===== config.mk =====
export PLATFORM = sky130hd
export DESIGN_NAME = pcxcfg_ext_space
export DESIGN_NICKNAME = d
export VERILOG_FILES = /design/src/rtl/pcxcfg_pkg.sv /design/src/rtl/pcxcfg_ext_space.sv /design/src/rtl/pcxcfg_w1c_cell.sv
export SDC_FILE = /design/constraint.sdc
export NUM_CORES = 1
export LEC_CHECK = 0
export BUFFER_PORTS_ARGS = -buffer_cell sky130_fd_sc_hd__buf_2
export CORE_ASPECT_RATIO = 1.2
export CORE_UTILIZATION = 45
export DETAILED_ROUTE_END_ITERATION = 7
export GPL_ROUTABILITY_DRIVEN = 0
export PLACE_DENSITY = 0.72
export SYNTH_ARGS = -nofsm -noshare
export SYNTH_HDL_FRONTEND = slang
export SYNTH_HIERARCHICAL = 1
export SYNTH_SLANG_ARGS = --single-unit
export TNS_END_PERCENT = 10

===== constraint.sdc =====
create_clock -name I_REF_CLK -period 3.6 [get_ports I_REF_CLK]
set_input_delay 0.72 -clock I_REF_CLK [delete_from_list [all_inputs] [get_ports I_REF_CLK]]
set_output_delay 0.72 -clock I_REF_CLK [all_outputs]
set_load 0.02 [all_outputs]

===== src/rtl/pcxcfg_pkg.sv =====
// Behaviour
// - decode extended config offsets 100h to FFFh, 3840 bytes in all.
// - error-reporting capability header at 100h with capability id 0001h.
// - virtual-channel capability header at 150h with capability id 0002h.
// - subtractive decode on: whole extended region reads zero, ignores writes.
// - pin data/control at 300h reachable by SMBus, never EEPROM-preloaded.
// - input/output data/control at 304h reachable by SMBus, no EEPROM preload.
// - write-one-clear fields clear bits written one, keep bits written zero.
// - write-one-clear sticky fields survive ordinary reset, cleared at power-up.
// - read-only sticky fields ignore writes and keep value over ordinary reset.
// - fixed vendor code in bits 15:0 at offset 00h, writes ignored.
// - fixed device code in bits 31:16 at offset 00h, read-only.
`default_nettype none
package pcxcfg_pkg;
    localparam int          AW             = 12;
    localparam int          DW             = 32;
    localparam int          PIN_W          = 8;
    localparam logic [11:0] OFS_VENDOR     = 12'h000;
    localparam logic [11:0] OFS_EXT_LO     = 12'h100;
    localparam logic [11:0] OFS_ERR_CAP    = 12'h100;
    localparam logic [11:0] OFS_UNC_FLAGS  = 12'h104;
    localparam logic [11:0] OFS_UNC_MASK   = 12'h108;
    localparam logic [11:0] OFS_UNC_SEV    = 12'h10c;
    localparam logic [11:0] OFS_COR_FLAGS  = 12'h110;
    localparam logic [11:0] OFS_COR_MASK   = 12'h114;
    localparam logic [11:0] OFS_ERR_CTRL   = 12'h118;
    localparam logic [11:0] OFS_HDR_LOG    = 12'h11c;
    localparam logic [11:0] OFS_SEC_FLAGS  = 12'h12c;
    localparam logic [11:0] OFS_SEC_MASK   = 12'h130;
    localparam logic [11:0] OFS_SEC_SEV    = 12'h134;
    localparam logic [11:0] OFS_SEC_CTRL   = 12'h138;
    localparam logic [11:0] OFS_SEC_HDR    = 12'h13c;
    localparam logic [11:0] OFS_CH_CAP     = 12'h150;
    localparam logic [11:0] OFS_PCH_CAPS1  = 12'h154;
    localparam logic [11:0] OFS_PCH_CAPS2  = 12'h158;
    localparam logic [11:0] OFS_PCH_STCTRL = 12'h15c;
    localparam logic [11:0] OFS_CH0_RCAPS  = 12'h160;
    localparam logic [11:0] OFS_CH0_RCTRL  = 12'h164;
    localparam logic [11:0] OFS_CH0_RSTAT  = 12'h168;
    localparam logic [11:0] OFS_PIN_DATA   = 12'h300;
    localparam logic [11:0] OFS_IO_DATA    = 12'h304;
    localparam logic [11:0] OFS_REPLAY     = 12'h310;
    localparam logic [11:0] HDR_BYTES      = 12'h010;
    localparam logic [15:0] CAPID_ERR      = 16'h0001;
    localparam logic [15:0] CAPID_CH       = 16'h0002;
    localparam logic [3:0]  CAP_VER        = 4'h1;
    localparam logic [11:0] NEXT_ERR       = 12'h150;
    localparam logic [11:0] NEXT_CH        = 12'h000;
    localparam logic [31:0] UNC_MASK_RST   = 32'h0000_0000;
    localparam logic [31:0] UNC_SEV_RST    = 32'h0006_2030;
    localparam logic [31:0] COR_MASK_RST   = 32'h0000_0000;
    localparam logic [31:0] SEC_SEV_RST    = 32'h0000_1340;
    localparam logic [31:0] CTRL_WMASK     = 32'h0000_0140;
    localparam logic [31:0] PCH_CAPS1_VAL  = 32'h0000_0000;
    localparam logic [31:0] PCH_CAPS2_VAL  = 32'h0000_0000;
    localparam logic [31:0] PCH_WMASK      = 32'h0000_000e;
    localparam logic [31:0] CH0_RCAPS_VAL  = 32'h0000_0000;
    localparam logic [31:0] CH0_RCTRL_FIX  = 32'h8000_0001;
    localparam logic [31:0] CH0_RCTRL_RST  = 32'h0000_00fe;
    localparam logic [31:0] CH0_WMASK      = 32'h0000_00fe;
    localparam logic [31:0] CH0_RSTAT_VAL  = 32'h0000_0000;
    localparam int          PIN_OE_LSB     = 0;
    localparam int          PIN_OUT_LSB    = 8;
    localparam int          PIN_IN_LSB     = 16;
    localparam logic [31:0] PIN_WMASK      = 32'h0000_ffff;
    localparam int          IO_IN_LSB      = 0;
    localparam int          IO_OUT_LSB     = 8;
    localparam logic [31:0] IO_WMASK       = 32'h0000_ff00;
    typedef enum logic [1:0] {
        SRC_HOST   = 2'h0,
        SRC_SMBUS  = 2'h1,
        SRC_EEPROM = 2'h2
    } pcxcfg_src_t;
endpackage
`default_nettype wire


===== src/rtl/pcxcfg_ext_space.sv =====
`timescale 1ns/100ps
`default_nettype none
module pcxcfg_ext_space #(
    parameter logic [15:0] VENDOR_CODE = 16'h1a2b, // arbitrary value
    parameter logic [15:0] DEVICE_CODE = 16'h3c4d, // arbitrary value
    parameter logic [31:0] REPLAY_RST  = 32'h0000_0000
) (
    input  wire logic                          I_REF_CLK,
    input  wire logic                          I_RESETN,
    input  wire logic                          I_PWR_RESETN,
    input  wire logic                          I_SUBTR_DEC_EN,
    input  wire logic                          I_CFG_REQ,
    input  wire logic                          I_CFG_WE,
    input  wire pcxcfg_pkg::pcxcfg_src_t       I_CFG_SRC,
    input  wire logic [pcxcfg_pkg::AW-1:0]     I_CFG_ADDR,
    input  wire logic [3:0]                    I_CFG_BE,
    input  wire logic [pcxcfg_pkg::DW-1:0]     I_CFG_WDATA,
    output logic                               O_CFG_ACK,
    output logic      [pcxcfg_pkg::DW-1:0]     O_CFG_RDATA,
    input  wire logic [31:0]                   I_UNC_ERR_SET,
    input  wire logic [31:0]                   I_COR_ERR_SET,
    input  wire logic [31:0]                   I_SEC_UNC_SET,
    input  wire logic [127:0]                  I_HDR_LOG,
    input  wire logic [127:0]                  I_SEC_HDR_LOG,
    input  wire logic [pcxcfg_pkg::PIN_W-1:0]  I_XPIN_IN,
    output logic      [pcxcfg_pkg::PIN_W-1:0]  O_XPIN_OUT,
    output logic      [pcxcfg_pkg::PIN_W-1:0]  O_XPIN_OE_N,
    input  wire logic [pcxcfg_pkg::PIN_W-1:0]  I_GEN_IN,
    output logic      [pcxcfg_pkg::PIN_W-1:0]  O_GEN_OUT,
    output logic      [31:0]                   O_REPLAY_TIMER
);
    import pcxcfg_pkg::*;

    function automatic logic [31:0] merge(input logic [31:0] q,
                                          input logic [31:0] d,
                                          input logic [31:0] m);
        merge = (q & ~m) | (d & m);
    endfunction

    function automatic logic [4:0] low_idx(input logic [31:0] v);
        low_idx = 5'h00;
        for (int i = 31; i >= 0; i--) begin
            if (v[i]) begin
                low_idx = 5'(i);
            end
        end
    endfunction

    logic [11:0]             waddr;
    logic [11:0]             hrel;
    logic [11:0]             srel;
    logic [31:0]             bm;
    logic [31:0]             wd;
    logic                    hit;
    logic                    blank;
    logic                    src_ok;
    logic                    acc_rd;
    logic                    acc_wr;
    logic [31:0]             rd_word;
    logic [31:0]             unc_flags;
    logic [31:0]             cor_flags;
    logic [31:0]             sec_flags;
    logic [31:0]             unc_new;
    logic [31:0]             sec_new;
    logic [PIN_W-1:0]        pin_s1_q;
    logic [PIN_W-1:0]        pin_s2_q;
    logic [PIN_W-1:0]        gen_s1_q;
    logic [PIN_W-1:0]        gen_s2_q;
    logic                    ack_q;
    logic                    ack_d;
    logic [31:0]             rdata_q;
    logic [31:0]             rdata_d;
    logic [31:0]             pin_q;
    logic [31:0]             pin_d;
    logic [31:0]             io_q;
    logic [31:0]             io_d;
    logic [31:0]             replay_q;
    logic [31:0]             replay_d;
    logic [31:0]             pch_q;
    logic [31:0]             pch_d;
    logic [31:0]             ch0_q;
    logic [31:0]             ch0_d;
    logic [31:0]             unc_mask_q;
    logic [31:0]             unc_mask_d;
    logic [31:0]             unc_sev_q;
    logic [31:0]             unc_sev_d;
    logic [31:0]             cor_mask_q;
    logic [31:0]             cor_mask_d;
    logic [31:0]             ctrl_q;
    logic [31:0]             ctrl_d;
    logic [4:0]              fep_q;
    logic [4:0]              fep_d;
    logic [3:0][31:0]        hdr_q;
    logic [3:0][31:0]        hdr_d;
    logic [31:0]             sec_mask_q;
    logic [31:0]             sec_mask_d;
    logic [31:0]             sec_sev_q;
    logic [31:0]             sec_sev_d;
    logic [31:0]             sec_ctrl_q;
    logic [31:0]             sec_ctrl_d;
    logic [4:0]              sec_fep_q;
    logic [4:0]              sec_fep_d;
    logic [3:0][31:0]        sec_hdr_q;
    logic [3:0][31:0]        sec_hdr_d;

    assign waddr = {I_CFG_ADDR[11:2], 2'h0};
    assign hrel  = waddr - OFS_HDR_LOG;
    assign srel  = waddr - OFS_SEC_HDR;
    assign bm    = {{8{I_CFG_BE[3]}}, {8{I_CFG_BE[2]}},
                    {8{I_CFG_BE[1]}}, {8{I_CFG_BE[0]}}};
    assign wd    = I_CFG_WDATA;
    // whole extended region reads as reserved in subtractive mode
    assign blank = I_SUBTR_DEC_EN && (waddr >= OFS_EXT_LO);

    always_comb begin
        hit     = 1'b1;
        rd_word = '0;
        case (waddr)
            OFS_VENDOR:     rd_word = {DEVICE_CODE, VENDOR_CODE};
            OFS_ERR_CAP:    rd_word = {NEXT_ERR, CAP_VER, CAPID_ERR};
            OFS_UNC_FLAGS:  rd_word = unc_flags;
            OFS_UNC_MASK:   rd_word = unc_mask_q;
            OFS_UNC_SEV:    rd_word = unc_sev_q;
            OFS_COR_FLAGS:  rd_word = cor_flags;
            OFS_COR_MASK:   rd_word = cor_mask_q;
            OFS_ERR_CTRL:   rd_word = ctrl_q | 32'(fep_q);
            OFS_SEC_FLAGS:  rd_word = sec_flags;
            OFS_SEC_MASK:   rd_word = sec_mask_q;
            OFS_SEC_SEV:    rd_word = sec_sev_q;
            OFS_SEC_CTRL:   rd_word = sec_ctrl_q | 32'(sec_fep_q);
            OFS_CH_CAP:     rd_word = {NEXT_CH, CAP_VER, CAPID_CH};
            OFS_PCH_CAPS1:  rd_word = PCH_CAPS1_VAL;
            OFS_PCH_CAPS2:  rd_word = PCH_CAPS2_VAL;
            OFS_PCH_STCTRL: rd_word = pch_q;
            OFS_CH0_RCAPS:  rd_word = CH0_RCAPS_VAL;
            OFS_CH0_RCTRL:  rd_word = ch0_q | CH0_RCTRL_FIX;
            OFS_CH0_RSTAT:  rd_word = CH0_RSTAT_VAL;
            OFS_PIN_DATA:   rd_word = pin_q | (32'(pin_s2_q) << PIN_IN_LSB);
            OFS_IO_DATA:    rd_word = io_q | (32'(gen_s2_q) << IO_IN_LSB);
            OFS_REPLAY:     rd_word = replay_q;
            default: begin
                if (hrel < HDR_BYTES) begin
                    rd_word = hdr_q[hrel[3:2]];
                end else if (srel < HDR_BYTES) begin
                    rd_word = sec_hdr_q[srel[3:2]];
                end else begin
                    hit = 1'b0;
                end
            end
        endcase
    end

    // SMBus may not write the error capability header at 100h; EEPROM preloads only
    // the uncorrectable mask and the replay timer
    always_comb begin
        case (I_CFG_SRC)
            SRC_HOST:   src_ok = 1'b1;
            SRC_SMBUS:  src_ok = !I_CFG_WE || (waddr != OFS_ERR_CAP);
            SRC_EEPROM: src_ok = I_CFG_WE && ((waddr == OFS_UNC_MASK) ||
                                 (waddr == OFS_REPLAY));
            default:    src_ok = 1'b0;
        endcase
    end

    assign acc_rd = I_CFG_REQ && !I_CFG_WE && hit && !blank && src_ok;
    assign acc_wr = I_CFG_REQ && I_CFG_WE && hit && !blank && src_ok;

    always_comb begin
        ack_d   = I_CFG_REQ;
        rdata_d = rdata_q;
        if (I_CFG_REQ) begin
            rdata_d = acc_rd ? rd_word : '0;
        end
    end

    always_ff @(posedge I_REF_CLK or negedge I_RESETN) begin
        if (!I_RESETN) begin
            ack_q   <= 1'b0;
            rdata_q <= '0;
        end else begin
            ack_q   <= ack_d;
            rdata_q <= rdata_d;
        end
    end

    // ordinary (non-sticky) control state
    always_comb begin
        pin_d    = pin_q;
        io_d     = io_q;
        replay_d = replay_q;
        pch_d    = pch_q;
        ch0_d    = ch0_q;
        if (acc_wr) begin
            case (waddr)
                OFS_PIN_DATA:   pin_d = merge(pin_q, wd, bm & PIN_WMASK);
                OFS_IO_DATA:    io_d  = merge(io_q, wd, bm & IO_WMASK);
                OFS_REPLAY:     replay_d = merge(replay_q, wd, bm);
                OFS_PCH_STCTRL: pch_d = merge(pch_q, wd, bm & PCH_WMASK);
                OFS_CH0_RCTRL:  ch0_d = merge(ch0_q, wd, bm & CH0_WMASK);
                default:        pin_d = pin_q;
            endcase
        end
    end

    always_ff @(posedge I_REF_CLK or negedge I_RESETN) begin
        if (!I_RESETN) begin
            pin_q    <= '0;
            io_q     <= '0;
            replay_q <= REPLAY_RST;
            pch_q    <= '0;
            ch0_q    <= CH0_RCTRL_RST;
            pin_s1_q <= '0;
            pin_s2_q <= '0;
            gen_s1_q <= '0;
            gen_s2_q <= '0;
        end else begin
            pin_q    <= pin_d;
            io_q     <= io_d;
            replay_q <= replay_d;
            pch_q    <= pch_d;
            ch0_q    <= ch0_d;
            pin_s1_q <= I_XPIN_IN;
            pin_s2_q <= pin_s1_q;
            gen_s1_q <= I_GEN_IN;
            gen_s2_q <= gen_s1_q;
        end
    end

    assign O_XPIN_OUT     = pin_q[PIN_OUT_LSB +: PIN_W];
    assign O_XPIN_OE_N    = ~pin_q[PIN_OE_LSB +: PIN_W];
    assign O_GEN_OUT      = io_q[IO_OUT_LSB +: PIN_W];
    assign O_REPLAY_TIMER = replay_q;
    assign O_CFG_ACK      = ack_q;
    assign O_CFG_RDATA    = rdata_q;

    pcxcfg_w1c_cell #(.W(32)) u_unc (
        .i_clk       (I_REF_CLK),
        .i_pwr_rst_n (I_PWR_RESETN),
        .i_set       (I_UNC_ERR_SET),
        .i_clr_we    (acc_wr && (waddr == OFS_UNC_FLAGS)),
        .i_clr       (wd & bm),
        .o_flags     (unc_flags)
    );
    pcxcfg_w1c_cell #(.W(32)) u_cor (
        .i_clk       (I_REF_CLK),
        .i_pwr_rst_n (I_PWR_RESETN),
        .i_set       (I_COR_ERR_SET),
        .i_clr_we    (acc_wr && (waddr == OFS_COR_FLAGS)),
        .i_clr       (wd & bm),
        .o_flags     (cor_flags)
    );
    pcxcfg_w1c_cell #(.W(32)) u_sec (
        .i_clk       (I_REF_CLK),
        .i_pwr_rst_n (I_PWR_RESETN),
        .i_set       (I_SEC_UNC_SET),
        .i_clr_we    (acc_wr && (waddr == OFS_SEC_FLAGS)),
        .i_clr       (wd & bm),
        .o_flags     (sec_flags)
    );

    assign unc_new = I_UNC_ERR_SET & ~unc_mask_q;
    assign sec_new = I_SEC_UNC_SET & ~sec_mask_q;

    // sticky state; the log is taken only while no unmasked error is
    // pending, so the first error's header is not overwritten
    always_comb begin
        unc_mask_d = unc_mask_q;
        unc_sev_d  = unc_sev_q;
        cor_mask_d = cor_mask_q;
        ctrl_d     = ctrl_q;
        fep_d      = fep_q;
        hdr_d      = hdr_q;
        sec_mask_d = sec_mask_q;
        sec_sev_d  = sec_sev_q;
        sec_ctrl_d = sec_ctrl_q;
        sec_fep_d  = sec_fep_q;
        sec_hdr_d  = sec_hdr_q;
        if (acc_wr) begin
            case (waddr)
                OFS_UNC_MASK: unc_mask_d = merge(unc_mask_q, wd, bm);
                OFS_UNC_SEV:  unc_sev_d  = merge(unc_sev_q, wd, bm);
                OFS_COR_MASK: cor_mask_d = merge(cor_mask_q, wd, bm);
                OFS_ERR_CTRL: ctrl_d = merge(ctrl_q, wd, bm & CTRL_WMASK);
                OFS_SEC_MASK: sec_mask_d = merge(sec_mask_q, wd, bm);
                OFS_SEC_SEV:  sec_sev_d  = merge(sec_sev_q, wd, bm);
                OFS_SEC_CTRL: sec_ctrl_d = merge(sec_ctrl_q, wd,
                                                 bm & CTRL_WMASK);
                default:      ctrl_d = ctrl_q; // logs ignore writes
            endcase
        end
        if ((|unc_new) && !(|(unc_flags & ~unc_mask_q))) begin
            hdr_d = I_HDR_LOG;
            fep_d = low_idx(unc_new);
        end
        if ((|sec_new) && !(|(sec_flags & ~sec_mask_q))) begin
            sec_hdr_d = I_SEC_HDR_LOG;
            sec_fep_d = low_idx(sec_new);
        end
    end

    always_ff @(posedge I_REF_CLK or negedge I_PWR_RESETN) begin
        if (!I_PWR_RESETN) begin
            unc_mask_q <= UNC_MASK_RST;
            unc_sev_q  <= UNC_SEV_RST;
            cor_mask_q <= COR_MASK_RST;
            ctrl_q     <= '0;
            fep_q      <= '0;
            hdr_q      <= '0;
            sec_mask_q <= UNC_MASK_RST;
            sec_sev_q  <= SEC_SEV_RST;
            sec_ctrl_q <= '0;
            sec_fep_q  <= '0;
            sec_hdr_q  <= '0;
        end else begin
            unc_mask_q <= unc_mask_d;
            unc_sev_q  <= unc_sev_d;
            cor_mask_q <= cor_mask_d;
            ctrl_q     <= ctrl_d;
            fep_q      <= fep_d;
            hdr_q      <= hdr_d;
            sec_mask_q <= sec_mask_d;
            sec_sev_q  <= sec_sev_d;
            sec_ctrl_q <= sec_ctrl_d;
            sec_fep_q  <= sec_fep_d;
            sec_hdr_q  <= sec_hdr_d;
        end
    end

    // a plain boolean so that it can be combined with other terms
    function automatic logic host_rd(input logic [11:0] a);
        return I_CFG_REQ && !I_CFG_WE && (I_CFG_SRC == SRC_HOST) &&
               (waddr == a);
    endfunction
endmodule
`default_nettype wire


===== src/rtl/pcxcfg_w1c_cell.sv =====
`timescale 1ns/100ps
`default_nettype none
module pcxcfg_w1c_cell #(
    parameter int W = 32
) (
    input  wire logic         i_clk,
    input  wire logic         i_pwr_rst_n,
    input  wire logic [W-1:0] i_set,
    input  wire logic         i_clr_we,
    input  wire logic [W-1:0] i_clr,
    output logic      [W-1:0] o_flags
);
    logic [W-1:0] flags_q;
    logic [W-1:0] flags_d;

    // set ORed in last so an event in the clearing cycle is kept
    always_comb begin
        flags_d = flags_q;
        if (i_clr_we) begin
            flags_d = flags_q & ~i_clr;
        end
        flags_d = flags_d | i_set;
    end

    // only power-up reset clears these
    always_ff @(posedge i_clk or negedge i_pwr_rst_n) begin
        if (!i_pwr_rst_n) begin
            flags_q <= '0;
        end else begin
            flags_q <= flags_d;
        end
    end

    assign o_flags = flags_q;
endmodule
`default_nettype wire


==> metrics <==
skew final=35.85 ps; most frequent cells in the layout=dfrtp_1, buf_2, mux2_2, nand2_1, buf_4; Pwr Total=15.97 mW; Post-synth EDFFs=0; PD cells=416.8 mW/mm2; commonest non-fill, non-tap cell in the layout=dfrtp_1; CP dominant cell by count=buf_4; Arrival @ worst endpoint=3860 ps; Vias/cell=approximately 6.2; DR DRC count=2; Seq/Total Area, Yosys=0.5350; Buffers on Ports=510; FFs w/ async S/R, synth=1.000; I/O pin count=513; critical path's largest stage delay=960 ps; hold crit path type=in2async; final worst path period need=3378 ps; Ys Warns=6; clk_lat worst skew=620 ps; Leak=17.58 nW; row count=between 100 and 150; Netlist cell types=about 70; critical path peak fanout=7; setup bufs post-CTS=0; Routed Antenna Nets=0; Slew Limit Fails=0; initial antenna violation count=19; synthesized flop and latch total=657; sw frac=0.2358; Comb pwr share=0.069; root buffer selected by CTS=clkbuf_16; total number of vias=approximately 25000; First-pass DRT Iterations=8; routed length per instance=~29 um; Int Power=12.21 mW; CTS tree=done; RSZ-0062 raised after global routing=no; failing checks=DRC; Final nets=roughly 3600; Chip Width=240.7 um; Slew HR=0.2475; Gate Count Post-Synth=2480; period utilization=0.9382; Overflow after GRT=0; Max clock buf depth=3; Syn Nets=2908; share of cells above drive strength 1=0.4398; global-route wire length before repair=171500 um; final WL=~120000 um; Max Clk Rate=296.1 MHz; Area Overhead vs Synth=24.56%; clock power share=0.459; global-route usage over all layers=0.3425; Die H=between 200 and 300 um; Die ar.=0.06942 mm2; CTS Hold Bufs=0; CP max-delay cell=a2111oi_0; Main synth FF type=dfrtp_1; Post-DP Area=0.03599 mm2; cell area after synthesis=approximately 0.031 mm2; initial DRC count=3143; largest net degree at the start of global routing=84; Mean Syn Cell Area=12.41 um2; CTS resizes=0; Sw Pwr=between 3 and 4 mW; Fin. Hold Viols=0; CTS sink cnt=657; critical path type=in2reg; H-Tree Depth=3; DP HPWL=90970 um; Initial Util=0.4564; Worst-Margin Slew=1100 ps; count of final setup violators=0; Max Cap Viol=0; Critical Path, Cell by Cell=buf_2 > inv_1 > ha_4 > nor4b_1 > and3_1 > a31o_2 > or4_1 > o21ai_2 > buf_4 > a2111oi_0 > buf_4 > a211oi_1; outcome=complete, but fails checks; sequential power share=0.472; Core ar.=0.06740 mm2; post-route cell area=between 0.03 and 0.04 mm2; critical path endpoint category=flip-flop; layout filler cell count=5639; Num CTS Buffers=69; startpoint types=primary input; vias in the first global route=26269; CTS clk-pin slew, worst paths=roughly 60 ps; Peak VDD IR=0.0003865 V; Req. time, crit path=4080 ps
==> final cells by class <==
class,instances,area [um2],share of cell area
repair buffers,710,4536,0.1184
multi-input cells,1610,13550,0.3536
diodes,12,30.03,0.0007836
flip-flops and latches,657,16460,0.4295
clock inverters,22,279.0,0.007281
clock buffers,100,2026,0.05286
inverters,82,312.8,0.008162
well taps,901,1127,0.02942
==> per-layer routing <==
layer / track usage / routed length (um)
met5: 0 / 83
met4: 0.2129 / 8441
met3: 0.1034 / 13750
met2: 0.5454 / 55390
met1: 0.4061 / 41190
==> worst paths after layout <==
kind,start,to,slack [ps],cells past startpoint
hold reg to reg,pin_s1_q[1],pin_s2_q[1],350,0
max in group asynchronous,I_PWR_RESETN,async pin,2520,2
setup / recovery,I_CFG_ADDR[3],O_CFG_RDATA[19],220,12
setup reg to reg,u_unc/o_flags[1],hdr_q[120],600,9
hold / removal,I_RESETN,async pin,90,1
min in group I_REF_CLK,I_XPIN_IN[4],pin_s1_q[4],210,1
==> critical path: cells and delay by family <==
family	cells	cell delay (ps)
AO/OA/AOI/OAI	4	1240
adder cells (fa/ha/maj)	1	160
buffers and inverters	4	770
AND/OR/NAND/NOR	3	970
==> synthesized netlist by cell type (44+ instances only) <==
master    instances  area share
nor2_1           44      0.0054
a21o_1           99       0.024
inv_1            81      0.0099
a21oi_1          46      0.0075
clkbuf_1        106       0.013
a22oi_1          60       0.015
mux2_2          467        0.17
o21ai_0          47      0.0076
nor2b_1          64       0.013
dfrtp_1         641        0.52
nand2_1         236       0.029
nand2b_1         59       0.012
mux4_2           64       0.047
==> kinds of logic after synthesis <==
logic type,synth area share
buffers and inverters,0.02928
adder cells (fa/ha/maj),0.001627
AO/OA/AOI/OAI,0.1178
AND/OR/NAND/NOR,0.09683
flip-flops,0.5350
multiplexers,0.2194
==> power groups by stage <==
stage / clock [mW] / sequential, mW / combinational [mW]
after floorplan: 0 / 7.65 / 0.384
after global placement: 0 / 7.66 / 1.08
after detailed placement: 0 / 7.67 / 1.10
after CTS: 7.45 / 7.53 / 1.11
after global routing: 7.71 / 7.54 / 1.18
final: 7.33 / 7.53 / 1.11
==> through the flow <==
stage,cells,hold slack (ps),worst slack [ps],utilization,setup TNS (ps)
4_1_cts,4082,112.1,503.7,0.5681,0
2_1_floorplan,2480,331.2,-112.7,-,-23510
5_1_grt,4087,132.3,186.4,0.5683,0
3_3_place_gp,3960,337.0,-45.15,0.5339,-45.15
6_report,4094,94.30,222.5,0.5686,0
3_5_place_dp,3960,334.7,-133.9,0.5339,-573.4
No activity file was read; power rests on OpenSTA's default activity.
